**src/dmag_pkg.sv**
```systemverilog
package dmag_pkg;
	// Address shape: four bank bits over an eight-bit offset
	localparam int ADDR_W = 12;
	localparam int BANK_W = 4;
	localparam logic [3:0] BANK_LOW = 4'h0;
	localparam logic [3:0] BANK_MAX_LOW = 4'h3;
	localparam logic [3:0] BANK_PERIPH = 4'hf;
	localparam logic [11:0] RAM_TOP = 12'h3ff;
	localparam logic [11:0] PERIPH_BASE = 12'hf80;
	localparam logic [11:0] ADDR_ODD = 12'h001;
	// Fixed and port bit-area windows, by upper operand nibble or top two bits
	localparam logic [3:0] FMEM_IRQ_NIB = 4'hb;
	localparam logic [3:0] FMEM_PORT_NIB = 4'hf;
	localparam logic [1:0] PMEM_TOP_BITS = 2'h3;

	// Register offsets (byte addresses)
	localparam logic [7:0] REG_CTRL = 8'h00;
	localparam logic [7:0] REG_PTR = 8'h04;
	localparam logic [7:0] REG_SP = 8'h08;
	localparam logic [7:0] REG_CMD = 8'h0c;
	localparam logic [7:0] REG_RES = 8'h10;
	// Field positions
	localparam int CTRL_BE_POS = 0;
	localparam int CTRL_BS_POS = 4;
	localparam int CTRL_SBS_POS = 8;
	localparam int PTR_L_POS = 0;
	localparam int PTR_H_POS = 4;
	localparam int PTR_E_POS = 8;
	localparam int PTR_D_POS = 12;
	localparam int CMD_MODE_POS = 0;
	localparam int CMD_OP_POS = 4;
	localparam int CMD_BIT_POS = 12;
	localparam int CMD_INS_POS = 16;
	localparam int RES_BIT_POS = 12;
	localparam int RES_PAIR_POS = 14;
	localparam int RES_RAM_POS = 15;
	localparam int RES_PER_POS = 16;
	localparam int RES_ERR_POS = 17;
	localparam int RES_DONE_POS = 18;
	// Reset values and bus answers
	localparam logic [3:0] NIB_RST = 4'h0;
	localparam logic [7:0] BYTE_RST = 8'h00;
	localparam logic [1:0] RESP_OKAY = 2'h0;
	localparam logic [1:0] RESP_SLVERR = 2'h2;

	typedef enum logic [3:0] {
		MODE_DIR1 = 4'h0, MODE_DIR4 = 4'h1, MODE_DIR8 = 4'h2,
		MODE_HL = 4'h3, MODE_HL_INC = 4'h4, MODE_HL_DEC = 4'h5,
		MODE_DE = 4'h6, MODE_DL = 4'h7, MODE_HL8 = 4'h8,
		MODE_FMEM = 4'h9, MODE_PMEM = 4'ha, MODE_HTOP = 4'hb,
		MODE_STACK = 4'hc
	} dmag_mode_t;

	typedef enum logic [3:0] {
		INS_SET = 4'h0, INS_CLR = 4'h1, INS_SKT = 4'h2, INS_SKF = 4'h3,
		INS_MOV = 4'h4, INS_XCH = 4'h5, INS_INCREMENT_SKIP_INSTR = 4'h6, INS_IN = 4'h7,
		INS_OUT = 4'h8, INS_OTHER = 4'hf
	} dmag_instr_t;

	// Instructions allowed per direct mode, one bit per code
	localparam logic [15:0] DIR1_INS = 16'h000f;
	localparam logic [15:0] DIR4_INS = 16'h01f0;
	localparam logic [15:0] DIR8_INS = 16'h01b0;

	function automatic logic bank_ok(input logic [3:0] b);
		return (b <= BANK_MAX_LOW) || (b == BANK_PERIPH);
	endfunction
endpackage

```
**src/dmag_calc_if.sv**
```systemverilog
`timescale 1ns/1ps
`default_nettype none
interface dmag_calc_if;
	import dmag_pkg::*;
	dmag_mode_t  mode;
	dmag_instr_t instr;
	logic [7:0]  operand;
	logic [1:0]  bitn;
	logic        bank_en;
	logic [3:0]  bank_sel;
	logic [1:0]  stack_bank_select;
	logic [3:0]  l, h, d, e;
	logic [7:0]  sp;
	logic [11:0] addr;
	logic [1:0]  bitsel;
	logic        pair;
	logic        bad;
	modport calc (input mode, instr, operand, bitn, bank_en, bank_sel, stack_bank_select,
		l, h, d, e, sp, output addr, bitsel, pair, bad);
	modport host (output mode, instr, operand, bitn, bank_en, bank_sel, stack_bank_select,
		l, h, d, e, sp, input addr, bitsel, pair, bad);
endinterface
`default_nettype wire

```
**src/dmag_calc.sv**
```systemverilog
`timescale 1ns/1ps
`default_nettype none
module dmag_calc import dmag_pkg::*; (
	// Request in, address out
	dmag_calc_if.calc c
);
	logic [3:0] dbank;
	logic [3:0] abank;

	function automatic logic ins_in(input dmag_instr_t i, input logic [15:0] m);
		return m[i];
	endfunction

	// One address per mode; purely combinational so the top decides timing
	always_comb begin
		dbank = c.bank_en ? c.bank_sel : (c.operand[7] ? BANK_PERIPH : BANK_LOW);
		abank = c.bank_en ? c.bank_sel : BANK_LOW;
		c.addr = {abank, c.h, c.l};
		c.bitsel = c.bitn;
		c.pair = 1'b0;
		c.bad = 1'b0;
		case (c.mode)
			MODE_DIR1: begin
				c.addr = {dbank, c.operand};
				c.bad = !ins_in(c.instr, DIR1_INS);
			end
			MODE_DIR4: begin
				c.addr = {dbank, c.operand};
				c.bad = !ins_in(c.instr, DIR4_INS);
			end
			MODE_DIR8: begin
				c.addr = {dbank, c.operand};
				c.pair = 1'b1;
				c.bad = !ins_in(c.instr, DIR8_INS) || c.operand[0];
			end
			MODE_HL, MODE_HL_INC, MODE_HL_DEC: c.addr = {abank, c.h, c.l};
			MODE_DE: c.addr = {BANK_LOW, c.d, c.e};
			MODE_DL: c.addr = {BANK_LOW, c.d, c.l};
			MODE_HL8: begin
				c.addr = {abank, c.h, c.l[3:1], 1'b0};
				c.pair = 1'b1;
			end
			MODE_FMEM: begin
				c.addr = {BANK_PERIPH, c.operand};
				c.bad = !(c.operand[7:4] == FMEM_IRQ_NIB || c.operand[7:4] == FMEM_PORT_NIB);
			end
			MODE_PMEM: begin
				c.addr = {BANK_PERIPH, c.operand[7:2], c.l[3:2]};
				c.bitsel = c.l[1:0];
				c.bad = c.operand[7:6] != PMEM_TOP_BITS;
			end
			MODE_HTOP: c.addr = {abank, c.h, c.operand[3:0]};
			MODE_STACK: c.addr = {2'b00, c.stack_bank_select, c.sp};
			default: c.bad = 1'b1;
		endcase
	end
endmodule
`default_nettype wire

```
**src/dmag_region.sv**
```systemverilog
`timescale 1ns/1ps
`default_nettype none
module dmag_region import dmag_pkg::*; (
	// Address in
	input  wire logic [11:0] addr,
	// Target decode out
	output logic             ram_hit,
	output logic             periph_hit
);
	// Gap between RAM and peripherals answers to neither target
	always_comb begin
		ram_hit = addr <= RAM_TOP;
		periph_hit = addr >= PERIPH_BASE;
	end
endmodule
`default_nettype wire

```
**src/dmag_top.sv**
```systemverilog
`timescale 1ns/1ps
`default_nettype none
// Notes on behaviour
// - Direct, flag clear, low operand: bank 0
// - Direct, flag clear, high operand: bank 15
// - Direct, flag set: bank from select register
// - 1-bit direct only for four bit instructions
// - 4-bit direct for five instructions, one nibble
// - 8-bit direct: even operand, nibble pair
// - 8-bit direct only for four instructions
// - Primary pointer indirect uses flag AND select
// - Step bottom pointer after the access
// - Second and third pointers always bank 0
// - Primary byte indirect ignores pointer bit 0
// - Fixed bit area: interrupt and port nibbles
// - Port bit area: operand six bits, pointer bits
// - Pointer-top bit: bank, top nibble, operand
// - Stack: pointer within banks 0 to 3
// - Thirteen addressing modes chosen by the command mode field
// - Address is twelve bits, bank on top
// - Bank select accepts 0, 1, 2, 3, 15
// - RAM below 400, peripherals from F80
module dmag_top import dmag_pkg::*; (
	// Clock and reset
	input  wire logic        aclk,
	input  wire logic        aresetn,
	// AXI4-Lite write
	input  wire logic [7:0]  s_axi_awaddr,
	input  wire logic        s_axi_awvalid,
	output var logic         s_axi_awready,
	input  wire logic [31:0] s_axi_wdata,
	input  wire logic [3:0]  s_axi_wstrb,
	input  wire logic        s_axi_wvalid,
	output var logic         s_axi_wready,
	output var logic [1:0]   s_axi_bresp,
	output var logic         s_axi_bvalid,
	input  wire logic        s_axi_bready,
	// AXI4-Lite read
	input  wire logic [7:0]  s_axi_araddr,
	input  wire logic        s_axi_arvalid,
	output var logic         s_axi_arready,
	output var logic [31:0]  s_axi_rdata,
	output var logic [1:0]   s_axi_rresp,
	output var logic         s_axi_rvalid,
	input  wire logic        s_axi_rready,
	// Data memory access
	output var logic [11:0]  mem_addr_q,
	output var logic [11:0]  mem_addr_odd_q,
	output var logic [1:0]   mem_bit_q,
	output var logic         mem_pair_q,
	output var logic         mem_strobe_q,
	output var logic         ram_sel_q,
	output var logic         periph_sel_q,
	output var logic         mem_err_q
);
	dmag_calc_if cif ();
	logic        awv_q, awv_d, wv_q, wv_d, awr_q, awr_d, wr_q, wr_d;
	logic [7:0]  awa_q, awa_d;
	logic [31:0] wd_q, wd_d;
	logic [3:0]  ws_q, ws_d;
	logic        bv_q, bv_d, do_wr;
	logic [1:0]  br_q, br_d;
	logic        arr_q, arr_d, rv_q, rv_d;
	logic [31:0] rd_q, rd_d;
	logic [1:0]  rr_q, rr_d;
	logic        be_q, be_d, go_q, go_d, done_q, done_d;
	logic [3:0]  bs_q, bs_d, l_q, l_d, h_q, h_d, e_q, e_d, d_q, d_d;
	logic [1:0]  sbs_q, sbs_d, bitn_q, bitn_d;
	logic [7:0]  sp_q, sp_d, op_q, op_d;
	dmag_mode_t  mode_q, mode_d;
	dmag_instr_t ins_q, ins_d;
	logic [11:0] ma_d, mo_d;
	logic [1:0]  mb_d;
	logic        mp_d, ms_d, rs_d, ps_d, me_d, ram_hit, per_hit;

	function automatic logic lane(input logic [3:0] s, input int pos);
		return s[pos / 8];
	endfunction

	assign cif.mode = mode_q;
	assign cif.instr = ins_q;
	assign cif.operand = op_q;
	assign cif.bitn = bitn_q;
	assign cif.bank_en = be_q;
	assign cif.bank_sel = bs_q;
	assign cif.stack_bank_select = sbs_q;
	assign cif.l = l_q;
	assign cif.h = h_q;
	assign cif.d = d_q;
	assign cif.e = e_q;
	assign cif.sp = sp_q;

	dmag_calc u_calc (
		.c (cif.calc)
	);

	dmag_region u_region (
		.addr       (cif.addr),
		.ram_hit    (ram_hit),
		.periph_hit (per_hit)
	);

	// Write channels: address and data held apart, either may come first
	assign do_wr = awv_q && wv_q && !bv_q;
	always_comb begin
		awv_d = awv_q;
		awa_d = awa_q;
		wv_d = wv_q;
		wd_d = wd_q;
		ws_d = ws_q;
		bv_d = bv_q;
		br_d = br_q;
		if (s_axi_awvalid && awr_q) begin
			awv_d = 1'b1;
			awa_d = s_axi_awaddr;
		end
		if (s_axi_wvalid && wr_q) begin
			wv_d = 1'b1;
			wd_d = s_axi_wdata;
			ws_d = s_axi_wstrb;
		end
		if (do_wr) begin
			awv_d = 1'b0;
			wv_d = 1'b0;
			bv_d = 1'b1;
			if (awa_q == REG_CTRL || awa_q == REG_PTR || awa_q == REG_SP
					|| awa_q == REG_CMD || awa_q == REG_RES) begin
				br_d = RESP_OKAY;
			end else begin
				br_d = RESP_SLVERR;
			end
		end else if (bv_q && s_axi_bready) begin
			bv_d = 1'b0;
		end
		awr_d = !awv_d;
		wr_d = !wv_d;
	end

	always_ff @(posedge aclk) begin
		if (!aresetn) begin
			awv_q <= 1'b0;
			awa_q <= BYTE_RST;
			wv_q <= 1'b0;
			wd_q <= '0;
			ws_q <= NIB_RST;
			bv_q <= 1'b0;
			br_q <= RESP_OKAY;
			awr_q <= 1'b0;
			wr_q <= 1'b0;
		end else begin
			awv_q <= awv_d;
			awa_q <= awa_d;
			wv_q <= wv_d;
			wd_q <= wd_d;
			ws_q <= ws_d;
			bv_q <= bv_d;
			br_q <= br_d;
			awr_q <= awr_d;
			wr_q <= wr_d;
		end
	end

	// Read channel: data sampled at the address handshake
	always_comb begin
		arr_d = arr_q;
		rv_d = rv_q;
		rd_d = rd_q;
		rr_d = rr_q;
		if (s_axi_arvalid && arr_q) begin
			arr_d = 1'b0;
			rv_d = 1'b1;
			rd_d = '0;
			rr_d = RESP_OKAY;
			if (s_axi_araddr == REG_CTRL) begin
				rd_d[CTRL_BE_POS] = be_q;
				rd_d[CTRL_BS_POS +: 4] = bs_q;
				rd_d[CTRL_SBS_POS +: 2] = sbs_q;
			end else if (s_axi_araddr == REG_PTR) begin
				rd_d[PTR_L_POS +: 4] = l_q;
				rd_d[PTR_H_POS +: 4] = h_q;
				rd_d[PTR_E_POS +: 4] = e_q;
				rd_d[PTR_D_POS +: 4] = d_q;
			end else if (s_axi_araddr == REG_SP) begin
				rd_d[7:0] = sp_q;
			end else if (s_axi_araddr == REG_CMD) begin
				rd_d[CMD_MODE_POS +: 4] = mode_q;
				rd_d[CMD_OP_POS +: 8] = op_q;
				rd_d[CMD_BIT_POS +: 2] = bitn_q;
				rd_d[CMD_INS_POS +: 4] = ins_q;
			end else if (s_axi_araddr == REG_RES) begin
				rd_d[ADDR_W-1:0] = mem_addr_q;
				rd_d[RES_BIT_POS +: 2] = mem_bit_q;
				rd_d[RES_PAIR_POS] = mem_pair_q;
				rd_d[RES_RAM_POS] = ram_sel_q;
				rd_d[RES_PER_POS] = periph_sel_q;
				rd_d[RES_ERR_POS] = mem_err_q;
				rd_d[RES_DONE_POS] = done_q;
			end else begin
				rr_d = RESP_SLVERR;
			end
		end else if (rv_q && s_axi_rready) begin
			rv_d = 1'b0;
			arr_d = 1'b1;
		end
	end

	always_ff @(posedge aclk) begin
		if (!aresetn) begin
			arr_q <= 1'b0;
			rv_q <= 1'b0;
			rd_q <= '0;
			rr_q <= RESP_OKAY;
		end else begin
			arr_q <= arr_d || (!rv_d && !arr_q && !rv_q);
			rv_q <= rv_d;
			rd_q <= rd_d;
			rr_q <= rr_d;
		end
	end

	// Bank, pointer and command registers; a command write starts one access
	always_comb begin
		be_d = be_q;
		bs_d = bs_q;
		sbs_d = sbs_q;
		l_d = l_q;
		h_d = h_q;
		e_d = e_q;
		d_d = d_q;
		sp_d = sp_q;
		mode_d = mode_q;
		op_d = op_q;
		bitn_d = bitn_q;
		ins_d = ins_q;
		go_d = 1'b0;
		if (do_wr && awa_q == REG_CTRL) begin
			if (lane(ws_q, CTRL_BE_POS)) be_d = wd_q[CTRL_BE_POS];
			// Illegal bank values are dropped, the old bank stays
			if (lane(ws_q, CTRL_BS_POS) && bank_ok(wd_q[CTRL_BS_POS +: 4])) begin
				bs_d = wd_q[CTRL_BS_POS +: 4];
			end
			if (lane(ws_q, CTRL_SBS_POS)) sbs_d = wd_q[CTRL_SBS_POS +: 2];
		end else if (do_wr && awa_q == REG_PTR) begin
			if (lane(ws_q, PTR_L_POS)) l_d = wd_q[PTR_L_POS +: 4];
			if (lane(ws_q, PTR_H_POS)) h_d = wd_q[PTR_H_POS +: 4];
			if (lane(ws_q, PTR_E_POS)) e_d = wd_q[PTR_E_POS +: 4];
			if (lane(ws_q, PTR_D_POS)) d_d = wd_q[PTR_D_POS +: 4];
		end else if (do_wr && awa_q == REG_SP) begin
			if (lane(ws_q, 0)) sp_d = wd_q[7:0];
		end else if (do_wr && awa_q == REG_CMD) begin
			mode_d = dmag_mode_t'(wd_q[CMD_MODE_POS +: 4]);
			op_d = wd_q[CMD_OP_POS +: 8];
			bitn_d = wd_q[CMD_BIT_POS +: 2];
			ins_d = dmag_instr_t'(wd_q[CMD_INS_POS +: 4]);
			go_d = 1'b1;
		end
		// Step after the address used the old bottom nibble
		if (go_q && mode_q == MODE_HL_INC) l_d = l_q + 4'h1;
		else if (go_q && mode_q == MODE_HL_DEC) l_d = l_q - 4'h1;
	end

	always_ff @(posedge aclk) begin
		if (!aresetn) begin
			be_q <= 1'b0;
			bs_q <= BANK_LOW;
			sbs_q <= 2'b00;
			l_q <= NIB_RST;
			h_q <= NIB_RST;
			e_q <= NIB_RST;
			d_q <= NIB_RST;
			sp_q <= BYTE_RST;
			mode_q <= MODE_DIR4;
			op_q <= BYTE_RST;
			bitn_q <= 2'b00;
			ins_q <= INS_MOV;
			go_q <= 1'b0;
		end else begin
			be_q <= be_d;
			bs_q <= bs_d;
			sbs_q <= sbs_d;
			l_q <= l_d;
			h_q <= h_d;
			e_q <= e_d;
			d_q <= d_d;
			sp_q <= sp_d;
			mode_q <= mode_d;
			op_q <= op_d;
			bitn_q <= bitn_d;
			ins_q <= ins_d;
			go_q <= go_d;
		end
	end

	// Access result; refused requests raise the error and no strobe
	always_comb begin
		ma_d = mem_addr_q;
		mo_d = mem_addr_odd_q;
		mb_d = mem_bit_q;
		mp_d = mem_pair_q;
		rs_d = ram_sel_q;
		ps_d = periph_sel_q;
		me_d = mem_err_q;
		ms_d = 1'b0;
		done_d = done_q;
		if (go_q) begin
			ma_d = cif.addr;
			mo_d = cif.addr | ADDR_ODD;
			mb_d = cif.bitsel;
			mp_d = cif.pair;
			rs_d = ram_hit && !cif.bad;
			ps_d = per_hit && !cif.bad;
			me_d = cif.bad;
			ms_d = !cif.bad;
			done_d = 1'b1;
		end else if (do_wr && awa_q == REG_CMD) begin
			done_d = 1'b0;
		end
	end

	always_ff @(posedge aclk) begin
		if (!aresetn) begin
			mem_addr_q <= '0;
			mem_addr_odd_q <= '0;
			mem_bit_q <= 2'b00;
			mem_pair_q <= 1'b0;
			ram_sel_q <= 1'b0;
			periph_sel_q <= 1'b0;
			mem_err_q <= 1'b0;
			mem_strobe_q <= 1'b0;
			done_q <= 1'b0;
		end else begin
			mem_addr_q <= ma_d;
			mem_addr_odd_q <= mo_d;
			mem_bit_q <= mb_d;
			mem_pair_q <= mp_d;
			ram_sel_q <= rs_d;
			periph_sel_q <= ps_d;
			mem_err_q <= me_d;
			mem_strobe_q <= ms_d;
			done_q <= done_d;
		end
	end

	assign s_axi_awready = awr_q;
	assign s_axi_wready = wr_q;
	assign s_axi_bvalid = bv_q;
	assign s_axi_bresp = br_q;
	assign s_axi_arready = arr_q;
	assign s_axi_rvalid = rv_q;
	assign s_axi_rdata = rd_q;
	assign s_axi_rresp = rr_q;

	logic dir_go;
	assign dir_go = go_q && mode_q inside {MODE_DIR1, MODE_DIR4, MODE_DIR8};
endmodule
`default_nettype wire

```
**config.mk**
```make
export PLATFORM = sky130hd
export DESIGN_NAME = dmag_top
export DESIGN_NICKNAME = d
export VERILOG_FILES = /design/src/dmag_pkg.sv /design/src/dmag_calc_if.sv /design/src/dmag_calc.sv /design/src/dmag_region.sv /design/src/dmag_top.sv
export SDC_FILE = /design/constraint.sdc
export NUM_CORES = 1
export LEC_CHECK = 0
export BUFFER_PORTS_ARGS = -buffer_cell sky130_fd_sc_hd__buf_2
export CORE_MARGIN = 2
export CORE_UTILIZATION = 55
export CTS_CLUSTER_SIZE = 40
export DETAILED_ROUTE_END_ITERATION = 16
export PLACE_DENSITY = 0.85
export SYNTH_ARGS = -nofsm -noshare
export SYNTH_HDL_FRONTEND = slang
export SYNTH_SLANG_ARGS = --single-unit
export TNS_END_PERCENT = 1
```
**constraint.sdc**
```tcl
create_clock -name aclk -period 2.4 [get_ports aclk]
set_clock_uncertainty 0.1 [all_clocks]
set_input_delay 0 -clock aclk [delete_from_list [all_inputs] [get_ports aclk]]
set_output_delay 0 -clock aclk [all_outputs]
set_load 0.005 [all_outputs]
```
==> results.sh <==
export IMPL_outcome="finished, final reports clean"
export IMPL_grt_pass1_vias=6004
export IMPL_cts_buffer_depth=2
export IMPL_powerDensity_nw_per_um2=682.7
export IMPL_grt_max_degree=113
export IMPL_p_seq_share_pct=42.4
export IMPL_slew_headroom_pct=21.45
export IMPL_cts_tree="yes"
export IMPL_clockPowerShare_pct=51.9
export IMPL_yosysMostFrequentCell="nand2_1"
export IMPL_p_sw_mw=1.225
export IMPL_vias=6417
export IMPL_ys_top_cells_by_area="dfxtp_1, nand2_1, a21oi_1, mux2i_1, nor2_1"
export IMPL_total_leakage_power_nw=3.195
export IMPL_grt_overflow_total=0
export IMPL_place_port_buffers=102
export IMPL_synth_top_family_by_area="simple AND/OR/NAND/NOR gates"
export IMPL_end_kind="flip-flop"
export IMPL_die_area_um2=12370
export IMPL_area_growth_pct=25.33
export IMPL_synth_edf_count=0
export IMPL_worstReg2RegStart="awa_q[0]"
export IMPL_yosys_area_share_adder_pct=0.3957
export IMPL_firstDrtPassIters=6
export IMPL_synth_xor_area_share_pct=0.1385
export IMPL_yosysTopAreaCell="dfxtp_1"
export IMPL_antenna_left=0
export IMPL_die_height_um=111.2
export IMPL_drive_gt1_share_pct=18.72
export IMPL_critPathSlowestCell="or4_1"
export IMPL_post_route_period_util_pct=98.15
export IMPL_netlist_area_um2=6324
export IMPL_num_antenna_cells=0
export IMPL_synth_seq_cells=133
export IMPL_drt_iter0_drc=734
export IMPL_hold_depth=4
export IMPL_cts_sinks=133
export IMPL_swShare_pct=22.64
export IMPL_synthDistinctLibCells=62
export IMPL_dp_hpwl_um=12600
export IMPL_intPower_mw=4.185
export IMPL_ys_flop_type="dfxtp_1"
export IMPL_nFillCells=862
export IMPL_fin_crit_ns=2.356
export IMPL_worstSetupPathType="reg -> reg"
export IMPL_arrival_ns=2.62
export IMPL_synth_mux_area_share_pct=6.292
export IMPL_synth_simple_area_share_pct=24.54
export IMPL_slew_viol_final=0
export IMPL_clk_latency_ns=0.42
export IMPL_worst_setup_path_start_kind="flip-flop"
export IMPL_async_flop_share_pct=0
export IMPL_synth_compound_area_share_pct=19.33
export IMPL_p_comb_share_pct=5.8
export IMPL_ys_warn_count=0
export IMPL_track_usage_pct=31.98
export IMPL_worstHoldStart="s_axi_araddr[4]"
export IMPL_r2r_cells=6
export IMPL_path_cells="or4_1 -> nor3_2 -> nand3_1 -> buf_4 -> mux2i_1 -> and3_1"
export IMPL_worst_slew_pin_slew_ns=1.178
export IMPL_clkSlewWorstSetupHoldPaths_ns=0.06
export IMPL_setup_violations=0
export IMPL_critPathLaunch="awa_q[0]"
export IMPL_final_hold_violation_count=0
export IMPL_vdd_drop_max_mv=0.6077
export IMPL_row_count=39
export IMPL_worstPathMaxFanout=24
export IMPL_floorplan_initialDensity_pct=55.86
export IMPL_total_power_mw=5.410
export IMPL_die_width_um=111.2
export IMPL_viasPerCell=6.014
export IMPL_final_nets=972
export IMPL_cap_violations=0
export IMPL_htree_num_levels=4
export IMPL_hold_path_class="in -> reg"
export IMPL_crit_required_ns=2.66
export IMPL_coreArea_um2=11320
export IMPL_final_cell_area_um2=7925
export IMPL_antenna_found_initial=0
export IMPL_dpl_cell_area_um2=6849
export IMPL_wire_per_inst_um=18.89
export IMPL_drc=0
export IMPL_slowest_delay_ns=0.65
export IMPL_wl_um=20160
export IMPL_rsz0062_at_grt="true"
export IMPL_synthTopCellsByCount="nand2_1, dfxtp_1, a21oi_1"
export IMPL_grt_pass1_wl_um=31160
export IMPL_fmax_mhz=424.5
export IMPL_syn_area_per_cell_um2=7.974
export IMPL_synth_seq_area_share_pct=42.11
export IMPL_synth_top_area_share_pct=42.11
export IMPL_io_pins=131
export IMPL_cts_buffers=17
export IMPL_gp_congestion=0.9933
export IMPL_clock_root_buffer="clkbuf_16"
export IMPL_synthCells=793
## path summary, 6_finish.rpt
check	slack, ns	endpoint
hold / removal	0.008	s_axi_rdata[1]
hold reg to reg	0.35	s_axi_rdata[16]
setup / recovery	0.04	flip-flop
setup reg to reg	0.04	flip-flop
## routing by layer
metal	global-route usage (%)	part of all wire, %	vias to the layer above
met2	50.85	47	358
li1	-	-	2996
met5	0	0	-
met4	15.56	4.2	0
met3	11.48	9.8	79
met1	38.42	40	2984
## power groups by stage
| stage | logic [mW] | registers [mW] | clock network, mW |
|---|---|---|---|
| 2_1_floorplan | 0.181 | 2.32 | 0 |
| 3_3_place_gp | 0.237 | 2.33 | 0 |
| 3_5_place_dp | 0.241 | 2.33 | 0 |
| 4_1_cts | 0.295 | 2.29 | 2.80 |
| 5_1_grt | 0.340 | 2.29 | 2.91 |
| 6_report | 0.313 | 2.29 | 2.81 |
## worst max-delay path, delay by kind of cell, from the launching register on
family | cells | cell delay, ns
simple gates | 4 | 1.34
mux | 1 | 0.26
buf+inv | 1 | 0.27
flops | 1 | 0.31
## kinds of logic after synthesis
kind of cell | count (synthesis)
mux | 39
compound gates | 194
fa+ha+maj | 2
other cells | 1
simple gates | 330
buf+inv | 93
xor+xnor | 1
flops | 133
## cell usage in the layout (no fill, tap or decap), types with 17 or more instances in the layout
cell and count:
a21oi_1 87, mux2i_1 33, buf_4 25, nand2_1 144, nor2_1 70, dlygate4sd3_1 43
dfxtp_1 133, o21ai_0 26, buf_2 102, clkbuf_16 17, nand3_1 24
## state kept, by name, summed over array words and instances, names as in the netlist, 4 cells and up, named ones only
signal	cells
cif.mode	4
cif.l	4
cif.e	4
cif.instr	4
cif.h	4
mem_addr_q	12
cif.sp	8
s_axi_rdata	20
cif.d	4
wd_q	20
cif.operand	8
awa_q	8
bs_q	4
## stage by stage
step	worst slack (ns)	utilization, %	setup TNS, ns	cells	hold slack [ns]
after floorplan	0.3093	-	0	806	0.03596
after detailed placement	0.1795	60.50	0	992	0.1455
after global routing	-0.06071	70.00	-0.2708	1067	0.02467
after global placement	0.2228	60.50	0	992	0.1397
after CTS	0.1390	69.88	0	1067	0.0008748
final	0.04445	70.00	0	1067	0.008124
## final cells by class
| cell class | count | area, um^2 | share of cell area, % |
|---|---|---|---|
| sequential | 133 | 2663 | 33.60 |
| timing repair buffer | 171 | 1149 | 14.49 |
| clock buffer | 22 | 464.2 | 5.857 |
| tap | 143 | 178.9 | 2.258 |
| clock inverter | 10 | 167.7 | 2.116 |
| multi-input combinational | 580 | 3272 | 41.29 |
| inverter | 8 | 31.28 | 0.3947 |
## timing repair
action | 4_1_cts | 5_1_grt
hold buffers | 43 | 0
endpoints found under the hold margin | 52 | 0
buffers inserted | 0 | 0
resized for setup | 0 | 2
endpoints found under the setup margin | 0 | 17
(Power assumes the default switching activity.)
